<file path="config.mk">
export PLATFORM = sky130hd
export DESIGN_NAME = flash_page_wr
export DESIGN_NICKNAME = d
export VERILOG_FILES = /design/src/inc/flash_wr_pkg.sv /design/src/rtl/word_merge.sv /design/src/rtl/page_copy_seq.sv /design/src/rtl/flash_page_wr.sv
export VERILOG_INCLUDE_DIRS = /design/src /design/src/inc
export SDC_FILE = /design/constraint.sdc
export NUM_CORES = 2
export LEC_CHECK = 0
export BUFFER_PORTS_ARGS = -buffer_cell sky130_fd_sc_hd__buf_4
export CAP_MARGIN = 10
export CORE_MARGIN = 2
export CORE_UTILIZATION = 55
export DETAILED_ROUTE_END_ITERATION = 10
export HOLD_SLACK_MARGIN = 0.12
export PLACE_DENSITY_LB_ADDON = 0.3
export SYNTH_ARGS = -nofsm -noshare
export SYNTH_HDL_FRONTEND = slang
export SYNTH_SLANG_ARGS = --single-unit
</file>
<file path="constraint.sdc">
create_clock -name clk_i -period 16.6 [get_ports clk_i]
set_input_delay 0.83 -clock clk_i [delete_from_list [all_inputs] [get_ports clk_i]]
set_output_delay 0.83 -clock clk_i [all_outputs]
set_load 0.01 [all_outputs]
</file>
<file path="src/inc/flash_wr_consts.svh">
/*
 Constants of the flash page buffer write path: copy timing, status
 codes, register offsets, field positions and reset values.
 Assumes inclusion by bare name from the design files.
*/
`ifndef FLASH_WR_CONSTS_SVH
`define FLASH_WR_CONSTS_SVH

`define BLK_PER_PAGE 9
`define BLK_BYTES 16
`define RD_CYC 5
`define PB_WR_CYC 1
`define RELOAD_CYC 1
`define COPY_CYC (`BLK_PER_PAGE * (`RD_CYC + `PB_WR_CYC) + `RELOAD_CYC)
`define SW_CYC 3'h4
`define SW_CYC_PIPE 3'h5

`define ST_OK 2'h0
`define ST_PROT 2'h1
`define ST_RANGE 2'h2
`define ST_LOSS 2'h3

`define REG_CTRL 8'h00
`define REG_PROT 8'h04
`define REG_STATE 8'h08
`define REG_ISTAT 8'h0c
`define REG_IMASK 8'h10

`define CTRL_PLP 0
`define CTRL_DROP 1
`define IRQ_DONE 0
`define IRQ_ERR 1

`define CTRL_RST 1'h0
`define PROT_RST 32'h0
`define IMASK_RST 2'h0

`endif

</file>
<file path="src/inc/flash_wr_pkg.sv">
/*
 Types shared by the flash page buffer write path.
 Assumes nothing of its surroundings.
*/
package flash_wr_pkg;

	typedef enum logic [1:0] {
		ST_IDLE   = 2'h0,
		ST_COPY   = 2'h1,
		ST_SWITCH = 2'h3
	} fsm_t;

	typedef enum logic [1:0] {
		WW_BYTE = 2'h0,
		WW_HALF = 2'h1,
		WW_WORD = 2'h2
	} width_sel_t;

	typedef logic [1:0] status_t;

endpackage

</file>
<file path="src/rtl/word_merge.sv">
/*
 Merges one byte, halfword or word into a block image.
 Assumes the offset is the byte address inside the block; the word is
 placed on its natural alignment, low bits of the offset are ignored.
*/
`timescale 1ns/1ps
`include "flash_wr_consts.svh"

module word_merge #(
	parameter int BYTES = `BLK_BYTES
) (
	// Block and word.
	input  logic [BYTES*8-1:0]          block_i,
	input  logic [$clog2(BYTES)-1:0]    off_i,
	input  logic [31:0]                 data_i,
	input  flash_wr_pkg::width_sel_t    width_i,
	// Merged block.
	output logic [BYTES*8-1:0]          block_o
);
	import flash_wr_pkg::*;

	localparam int OFF_W = $clog2(BYTES);

	logic [1:0] sh;
	logic [1:0] msk;

	if (BYTES < 4 || (1 << OFF_W) != BYTES)
	begin : g_chk
		$error("Block size must be a power of two of at least four.");
	end

	// A reserved width code is served as a full word.
	assign sh = (width_i == WW_BYTE) ? 2'h0 :
		(width_i == WW_HALF) ? 2'h1 : 2'h2;
	assign msk = (width_i == WW_BYTE) ? 2'h0 :
		(width_i == WW_HALF) ? 2'h1 : 2'h3;

	for (genvar b = 0; b < BYTES; b++)
	begin : g_byte
		localparam logic [OFF_W-1:0] BI = OFF_W'(b);
		logic       hit;
		logic [1:0] lane;
		assign hit = (BI >> sh) == (off_i >> sh);
		assign lane = BI[1:0] & msk;
		// Exactly one word of the selected width lands.
		assign block_o[8*b+:8] = hit ? data_i[8*lane+:8]
			: block_i[8*b+:8];
	end

endmodule

</file>
<file path="src/rtl/page_copy_seq.sv">
/*
 Sequencer of the page copy from the array into the page buffer.
 Assumes the array answers a block read within the read window and
 that start arrives only while the sequencer is idle.
*/
`timescale 1ns/1ps
`include "flash_wr_consts.svh"

module page_copy_seq (
	// Clock and reset.
	input  logic       clk_i,
	input  logic       rst_i,
	// Control.
	input  logic       start_i,
	output logic       active_o,
	// Array and buffer strobes.
	output logic       rd_o,
	output logic       cap_o,
	output logic       pbwr_o,
	output logic       last_o,
	output logic [3:0] blk_o
);
	typedef struct packed {
		logic       active;
		logic [3:0] blk;
		logic [2:0] ph;
	} seq_t;

	seq_t s_r;
	seq_t s_nxt;
	logic in_page;

	assign in_page = s_r.blk < 4'(`BLK_PER_PAGE);

	// Each block: read phases, then one buffer write.
	assign active_o = s_r.active;
	assign rd_o = s_r.active & in_page & (s_r.ph < 3'(`RD_CYC));
	assign cap_o = s_r.active & in_page & (s_r.ph == 3'(`RD_CYC - 1));
	assign pbwr_o = s_r.active & in_page & (s_r.ph == 3'(`RD_CYC));
	// One closing cycle reloads the target block.
	assign last_o = s_r.active & ~in_page;
	assign blk_o = s_r.blk;

	always_comb
	begin
		s_nxt = s_r;
		if (start_i)
		begin
			s_nxt.active = 1'b1;
			s_nxt.blk = 4'h0;
			s_nxt.ph = 3'h0;
		end
		else if (last_o)
			s_nxt.active = 1'b0;
		else if (s_r.active && s_r.ph == 3'(`RD_CYC))
		begin
			s_nxt.ph = 3'h0;
			s_nxt.blk = s_r.blk + 4'h1;
		end
		else if (s_r.active)
			s_nxt.ph = s_r.ph + 3'h1;
	end

	always_ff @(posedge clk_i)
	begin
		if (rst_i)
			s_r <= '0;
		else
			s_r <= s_nxt;
	end

endmodule

</file>
<file path="src/rtl/flash_page_wr.sv">
/*
 Write path of an embedded flash block: page buffer, block buffer,
 busy handshake, sticky status, and a classic Wishbone slave for
 control, protection map, state and interrupts.
 Assumes user logic drives the write port synchronously to clk_i and
 that the array read port answers within the read window.
*/
`timescale 1ns/1ps
`include "flash_wr_consts.svh"

module flash_page_wr #(
	parameter int PAGE_W = 3
) (
	// Clock and reset.
	input  logic                       clk_i,
	input  logic                       rst_i,
	// User write port.
	input  logic                       wen_i,
	input  logic [PAGE_W+7:0]          addr_i,
	input  logic [31:0]                wdata_i,
	input  flash_wr_pkg::width_sel_t   word_width_select_i,
	input  logic                       pipe_i,
	output logic                       busy_o,
	output flash_wr_pkg::status_t      status_o,
	output logic [`BLK_BYTES*8-1:0]    blk_data_o,
	// Array read port.
	output logic                       arr_rd_o,
	output logic [PAGE_W-1:0]          arr_page_o,
	output logic [3:0]                 arr_blk_o,
	input  logic [`BLK_BYTES*8-1:0]    arr_rdata_i,
	// Wishbone slave.
	input  logic                       wb_cyc_i,
	input  logic                       wb_stb_i,
	input  logic                       wb_we_i,
	input  logic [7:0]                 wb_adr_i,
	input  logic [3:0]                 wb_sel_i,
	input  logic [31:0]                wb_dat_i,
	output logic [31:0]                wb_dat_o,
	output logic                       wb_ack_o,
	// Interrupt.
	output logic                       irq_o
);
	import flash_wr_pkg::*;

	localparam int PAGES = 1 << PAGE_W;
	localparam int BB = `BLK_BYTES * 8;
	localparam int COPY_D = `COPY_CYC;
	localparam int COPY_D1 = COPY_D + 1;

	typedef struct packed {
		fsm_t              fsm;
		logic [PAGE_W-1:0] page;
		logic              page_vld;
		logic [3:0]        blk;
		logic [3:0]        tblk;
		logic [2:0]        cnt;
		logic [BB-1:0]     blkbuf;
		logic [BB-1:0]     blkreg;
		logic [3:0]        p_off;
		logic [31:0]       p_data;
		width_sel_t        p_w;
		status_t           status;
		logic              plp;
		logic [PAGES-1:0]  prot;
		logic [1:0]        ist;
		logic [1:0]        imsk;
		logic              ack;
		logic [31:0]       rdat;
	} st_t;

	st_t               s_r;
	st_t               s_nxt;
	logic [BB-1:0]     pb_mem [`BLK_PER_PAGE];

	logic              acc;
	logic [PAGE_W-1:0] a_page;
	logic [3:0]        a_blk;
	logic [3:0]        a_off;
	logic              same;
	logic              e_rng;
	logic              e_prot;
	logic              e_loss;
	logic              err;
	logic              k_hit;
	logic              k_sw;
	logic              ok;
	logic              sw_go;
	status_t           st_code;
	logic              seq_start;
	logic              seq_act;
	logic              seq_rd;
	logic              seq_cap;
	logic              seq_pbwr;
	logic              seq_last;
	logic [3:0]        seq_blk;
	logic              idle;
	logic [BB-1:0]     mrg_base;
	logic [3:0]        mrg_off;
	logic [31:0]       mrg_data;
	width_sel_t        mrg_w;
	logic [BB-1:0]     mrg_o;
	logic              wb_wr;
	logic [31:0]       bmask;
	logic [31:0]       prot_w;
	logic [1:0]        ist_clr;
	logic [1:0]        ev;
	logic [31:0]       rd_val;

	if (PAGE_W < 1 || PAGE_W > 5)
	begin : g_chk
		$error("PAGE_W must lie between one and five.");
	end

	// The request is only taken in a cycle where busy is low.
	assign idle = s_r.fsm == ST_IDLE;
	assign acc = wen_i & idle;
	assign busy_o = ~idle;
	assign a_off = addr_i[3:0];
	assign a_blk = addr_i[7:4];
	assign a_page = addr_i[PAGE_W+7:8];

	// Classification of a write; block codes past the page are refused.
	assign same = s_r.page_vld & (a_page == s_r.page);
	assign e_rng = a_blk >= 4'(`BLK_PER_PAGE);
	assign e_prot = s_r.prot[a_page];
	assign e_loss = s_r.plp & s_r.page_vld & ~same;
	assign err = e_rng | e_prot | e_loss;
	assign k_hit = same & (a_blk == s_r.blk);
	assign k_sw = same & ~k_hit;
	assign ok = acc & ~err;
	assign sw_go = ok & k_sw;
	assign seq_start = ok & ~same;
	assign st_code = e_rng ? `ST_RANGE : e_prot ? `ST_PROT
		: e_loss ? `ST_LOSS : `ST_OK;

	page_copy_seq u_seq (
		.clk_i    (clk_i),
		.rst_i    (rst_i),
		.start_i  (seq_start),
		.active_o (seq_act),
		.rd_o     (seq_rd),
		.cap_o    (seq_cap),
		.pbwr_o   (seq_pbwr),
		.last_o   (seq_last),
		.blk_o    (seq_blk)
	);

	// A hit merges into the live block; otherwise the stored word is
	// merged into the target block as it comes out of the page buffer.
	assign mrg_base = idle ? s_r.blkbuf : pb_mem[s_r.tblk];
	assign mrg_off = idle ? a_off : s_r.p_off;
	assign mrg_data = idle ? wdata_i : s_r.p_data;
	assign mrg_w = idle ? word_width_select_i : s_r.p_w;

	word_merge #(
		.BYTES (`BLK_BYTES)
	) u_merge (
		.block_i (mrg_base),
		.off_i   (mrg_off),
		.data_i  (mrg_data),
		.width_i (mrg_w),
		.block_o (mrg_o)
	);

	// Register bus: one wait state, writes land on the acknowledge edge.
	assign wb_wr = wb_cyc_i & wb_stb_i & wb_we_i & s_r.ack;
	assign bmask = {{8{wb_sel_i[3]}}, {8{wb_sel_i[2]}},
		{8{wb_sel_i[1]}}, {8{wb_sel_i[0]}}};
	assign prot_w = (32'(s_r.prot) & ~bmask) | (wb_dat_i & bmask);
	assign ist_clr = (wb_wr && wb_adr_i == `REG_ISTAT && wb_sel_i[0])
		? wb_dat_i[1:0] : 2'h0;

	always_comb
	begin
		unique case (wb_adr_i)
			`REG_CTRL:  rd_val = {31'h0, s_r.plp};
			`REG_PROT:  rd_val = 32'(s_r.prot);
			`REG_STATE: rd_val = {16'h0, 8'(s_r.page), s_r.blk,
				s_r.page_vld, s_r.status, busy_o};
			`REG_ISTAT: rd_val = {30'h0, s_r.ist};
			`REG_IMASK: rd_val = {30'h0, s_r.imsk};
			default:    rd_val = 32'h0;
		endcase
	end

	always_comb
	begin
		s_nxt = s_r;
		ev = 2'h0;
		s_nxt.ack = wb_cyc_i & wb_stb_i & ~s_r.ack;
		if (s_nxt.ack)
			s_nxt.rdat = rd_val;
		if (wb_wr && wb_adr_i == `REG_CTRL && wb_sel_i[0])
		begin
			s_nxt.plp = wb_dat_i[`CTRL_PLP];
			// Dropping the buffered page is ignored during an operation.
			if (wb_dat_i[`CTRL_DROP] && idle)
				s_nxt.page_vld = 1'b0;
		end
		if (wb_wr && wb_adr_i == `REG_PROT)
			s_nxt.prot = prot_w[PAGES-1:0];
		if (wb_wr && wb_adr_i == `REG_IMASK && wb_sel_i[0])
			s_nxt.imsk = wb_dat_i[1:0];
		unique case (s_r.fsm)
			ST_IDLE:
				if (acc)
				begin
					// Status changes only when an operation starts.
					s_nxt.status = st_code;
					s_nxt.p_off = a_off;
					s_nxt.p_data = wdata_i;
					s_nxt.p_w = word_width_select_i;
					s_nxt.tblk = a_blk;
					if (err)
						ev[`IRQ_ERR] = 1'b1;
					else if (k_hit)
					begin
						s_nxt.blkbuf = mrg_o;
						ev[`IRQ_DONE] = 1'b1;
					end
					else if (k_sw)
					begin
						s_nxt.fsm = ST_SWITCH;
						s_nxt.cnt = pipe_i ? `SW_CYC_PIPE : `SW_CYC;
					end
					else
					begin
						// The old page is simply replaced; keeping it is up
						// to the user side.
						s_nxt.fsm = ST_COPY;
						s_nxt.page = a_page;
						s_nxt.page_vld = 1'b0;
					end
				end
			ST_COPY:
			begin
				if (seq_cap)
					s_nxt.blkreg = arr_rdata_i;
				if (seq_last)
				begin
					s_nxt.blkbuf = mrg_o;
					s_nxt.blk = s_r.tblk;
					s_nxt.page_vld = 1'b1;
					s_nxt.fsm = ST_IDLE;
					ev[`IRQ_DONE] = 1'b1;
				end
			end
			ST_SWITCH:
			begin
				s_nxt.cnt = s_r.cnt - 3'h1;
				if (s_r.cnt == 3'h1)
				begin
					s_nxt.blkbuf = mrg_o;
					s_nxt.blk = s_r.tblk;
					s_nxt.fsm = ST_IDLE;
					ev[`IRQ_DONE] = 1'b1;
				end
			end
			default:
				s_nxt.fsm = ST_IDLE;
		endcase
		// A new event wins over a clear in the same cycle.
		s_nxt.ist = (s_r.ist & ~ist_clr) | ev;
	end

	always_ff @(posedge clk_i)
	begin
		if (rst_i)
		begin
			s_r <= '0;
			s_r.plp <= `CTRL_RST;
			s_r.prot <= PAGES'(`PROT_RST);
			s_r.imsk <= `IMASK_RST;
		end
		else
			s_r <= s_nxt;
	end

	// The leaving block is written back before the new one is fetched.
	always_ff @(posedge clk_i)
	begin
		if (sw_go)
			pb_mem[s_r.blk] <= s_r.blkbuf;
		else if (seq_pbwr)
			pb_mem[seq_blk] <= s_r.blkreg;
	end

	assign status_o = s_r.status;
	assign blk_data_o = s_r.blkbuf;
	assign arr_rd_o = seq_rd;
	assign arr_page_o = s_r.page;
	assign arr_blk_o = seq_blk;
	assign wb_dat_o = s_r.rdat;
	assign wb_ack_o = s_r.ack;
	assign irq_o = |(s_r.ist & s_r.imsk);

	// Helper counters read only by the checks below.
	logic [6:0] blen_r;
	logic [3:0] wrc_r;

	always_ff @(posedge clk_i)
	begin
		if (rst_i)
		begin
			blen_r <= 7'h0;
			wrc_r <= 4'h0;
		end
		else
		begin
			blen_r <= busy_o ? blen_r + 7'h1 : 7'h0;
			wrc_r <= seq_start ? 4'h0 : wrc_r + {3'h0, seq_pbwr};
		end
	end
endmodule

</file>
==> results.json <==
{
  "status": "completed",
  "crit_path_end_kind": "register",
  "drive_gt1_share_pct": 20.82,
  "maxSlewViolCount": 0,
  "synth_common_cells": "edfxtp_1, nand2_1, mux2i_1, dfxtp_1, a21oi_1",
  "irDropWorstVdd_mv": 0.09000,
  "cp.buffers_inverters": 3,
  "core-area_sq_um": 112200,
  "cts_tree": "built",
  "yosys.area.top_type_share_pct": 55.83,
  "hp-start": "arr_rdata_i[52]",
  "ant_nets": 0,
  "p_per_area_nw_per_um2": 114.0,
  "worstSkewPairLatency_ns": 0.77,
  "root_buffer": "clkbuf_16",
  "grt_max_degree": 204,
  "hold_path.class": "primary input to register",
  "slew_headroom_pct": 18.24,
  "ys_seq_area_share_pct": 67.14,
  "grt_pass1_vias": 37380,
  "crit_type": "register to register",
  "area_delta_synth_final_pct": 12.80,
  "fin_crit_sh_pct": 33.42,
  "synth_edf_count": 1152,
  "io_pins": 397,
  "async_flop_share_pct": 0,
  "cp.required_ns": 16.98,
  "p_sw_mw": 1.767,
  "syn_inst": 4376,
  "swShare_pct": 22.18,
  "p_int_mw": 6.200,
  "timing.critical_path.mode_cell": "buf_4",
  "design_area_sq_um": 69890,
  "regToRegEndpoint": "pb_mem[3][87]",
  "place_congestion": 0.8461,
  "hpwl_mm": 92.52,
  "start_util_pct": 55.23,
  "critPathMaxStageDelay_ns": 0.79,
  "worst_pin_slew_ns": 1.226,
  "reg2regPathDepth": 10,
  "grt_overflow": 0,
  "die_height_microns": 339.6,
  "dp.cells": 5845,
  "cp.arrival_ns": 5.93,
  "path_delay_family": "simple AND/OR/NAND/NOR gates",
  "grt_usage_pct": 28.78,
  "fp-row-count": 123,
  "synth_top_cell_by_area": "edfxtp_1",
  "synthTopCellsByArea": "edfxtp_1, dfxtp_1, mux2i_1, mux4_2, mux2_2",
  "rsz0062_at_grt": "no",
  "postCtsHoldBufs": 0,
  "drt_first_iter_violations": 4201,
  "synth.most_common_cell": "edfxtp_1",
  "synth_area_sq_um": 61960,
  "first_pass_iters": 5,
  "nNetsFinal": 4729,
  "port-buffer-count": 348,
  "vias": 38460,
  "timing.rr.start": "s_r[358]",
  "setup_violations": 0,
  "clock_sink_count": 1502,
  "startpoint_type": "register",
  "clock_power_share_pct": 43.2,
  "worstPathMaxFanout": 45,
  "fin_skew_ns": 0.02952,
  "cts_resized": 0,
  "min_to": "s_r[138]",
  "die_w_microns": 339.6,
  "antenna_found_initial": 13,
  "seqPwrFrac_pct": 50.4,
  "cts_buffer_depth": 3,
  "dpl-instance-area_sq_um": 64850,
  "cts_setup_buffers": 0,
  "power_frac_comb_pct": 6.4,
  "synth-seq-cells": 1502,
  "setup-tns-final_ns": 0,
  "final_cells": 6132,
  "r2r_slack_ns": 11.05,
  "wire_per_inst_microns": 27.46,
  "slowest_stage": "nor2_4",
  "clk_pin_slew_ns": 0.06,
  "hold_path_depth": 3,
  "viasPerCell": 6.271,
  "yosysWarnings": 0,
  "post_synth_num_cell_types": 78,
  "htreeDepth": 4,
  "grt_pass1_wl_mm": 244.8,
  "period_minus_slack_ns": 5.548,
  "nFillCells": 8162,
  "synth_top_flop_cell": "edfxtp_1",
  "cap_violations": 0,
  "hold_viol": 0,
  "postSynthAreaPerCell_sq_um": 14.16,
  "drc": 0,
  "dieArea_sq_um": 115400,
  "p_leak_nw": 23.93,
  "cts_buffers": 151,
  "fmax_mhz": 180.2,
  "path_cells": "or3b_2, nor2_1, nand2_1, nor3b_2, buf_4, nand2b_4, mux2i_1, nor2_4, buf_4, buf_4",
  "wl_mm": 168.4
}
-- stage by stage --
stage | util, % | total power, mW | hold slack, ns | worst slack (ns)
6_report | 62.30 | 7.967 | 0.3046 | 11.05
2_1_floorplan | - | 4.391 | 0.4338 | 1.092
3_5_place_dp | 57.81 | 4.592 | 0.4453 | 10.63
5_1_grt | 62.28 | 8.162 | 0.2976 | 10.76
3_3_place_gp | 57.81 | 4.586 | 0.4401 | 10.66
4_1_cts | 62.28 | 7.980 | 0.2709 | 11.01
-- sequential cells by signal (all words and copies together) (netlist names), named ones only --
signal and count:
arr_page_o 3, blk_data_o 128, pb_mem 1152, s_r 185, status_o 2, u_seq.active_o 1, u_seq.blk_o 4, u_seq.s_r 3
wb_ack_o 1, wb_dat_o 11
-- worst register-to-register path, stage by stage, from the launching register on --
cell	delay (ns)
dfxtp_1	0.55
or3b_2	0.57
nor2_1	0.22
nand2_1	0.19
nor3b_2	0.20
buf_4	0.30
nand2b_4	0.78
mux2i_1	0.33
nor2_4	0.79
buf_4	0.55
buf_4	0.65
-- layer usage --
metal | track usage, % | vias up | wire length (microns)
li1 | - | 16760 | -
met1 | 38.20 | 19360 | 64030
met2 | 46.10 | 1966 | 80220
met3 | 6.597 | 354 | 17220
met4 | 11.74 | 18 | 6829
met5 | 0 | - | 108
-- kinds of logic after synthesis --
logic type / Yosys count / synth area share, %
compound gates: 849 / 9.287
xor+xnor: 11 / 0.1555
fa+ha+maj: 7 / 0.1413
buf+inv: 498 / 4.198
flops: 1502 / 67.14
mux: 667 / 13.11
other cells: 1 / 0.006052
simple gates: 841 / 5.967
-- final cells by class --
class                           count  area (sq um)  area share, %
Clock buffer                      208          4239          6.065
Sequential cell                  1502         41610          59.54
Tap cell                         1500          1877          2.685
Timing Repair Buffer              405          3186          4.558
Inverter                           42         157.7         0.2256
Antenna cell                        7         17.52        0.02506
Multi-Input combinational cell   2396         18020          25.78
Clock inverter                     72         780.7          1.117
-- cell usage in the layout, fill, tap and decap left out, drive strengths merged, types with 11 or more instances in the layout --
cell	netlist	final
mux2i	394	394
a2111oi	74	74
mux4	98	98
a22oi	21	21
a211oi	180	180
a22o	73	73
buf	254	405
inv	41	46
a21oi	310	310
nand2	410	410
nand3	48	48
clkbuf	202	208
bufinv	0	15
clkinv	1	50
a221oi	25	25
mux2	175	175
nor2b	76	76
o22ai	32	32
conb	1	21
o21ai	73	73
o211ai	11	11
nor3	43	43
dfxtp	350	350
nor2	210	210
edfxtp	1152	1152
-- worst max path at each step --
stage,depth (start not counted),from,endpoint,slack (ns)
final,10,s_r[358],pb_mem[3][87],11.05
after floorplan,7,wen_i,pb_mem[8][0],1.09
after global placement,11,addr_i[9],pb_mem[3][12],10.66
after CTS,10,s_r[358],pb_mem[3][8],11.01
after global routing,10,s_r[358],pb_mem[3][87],10.76
after detailed placement,11,addr_i[9],pb_mem[3][13],10.63
-- power by group through the flow --
| stage | combinational, mW | sequential, mW | clock [mW] |
|---|---|---|---|
| final | 0.509 | 4.02 | 3.44 |
| after global routing | 0.531 | 4.02 | 3.62 |
| after CTS | 0.498 | 4.02 | 3.47 |
| after detailed placement | 0.496 | 4.10 | 0 |
| after global placement | 0.490 | 4.10 | 0 |
| after floorplan | 0.308 | 4.08 | 0 |
No activity file was read; power rests on OpenSTA's default activity.
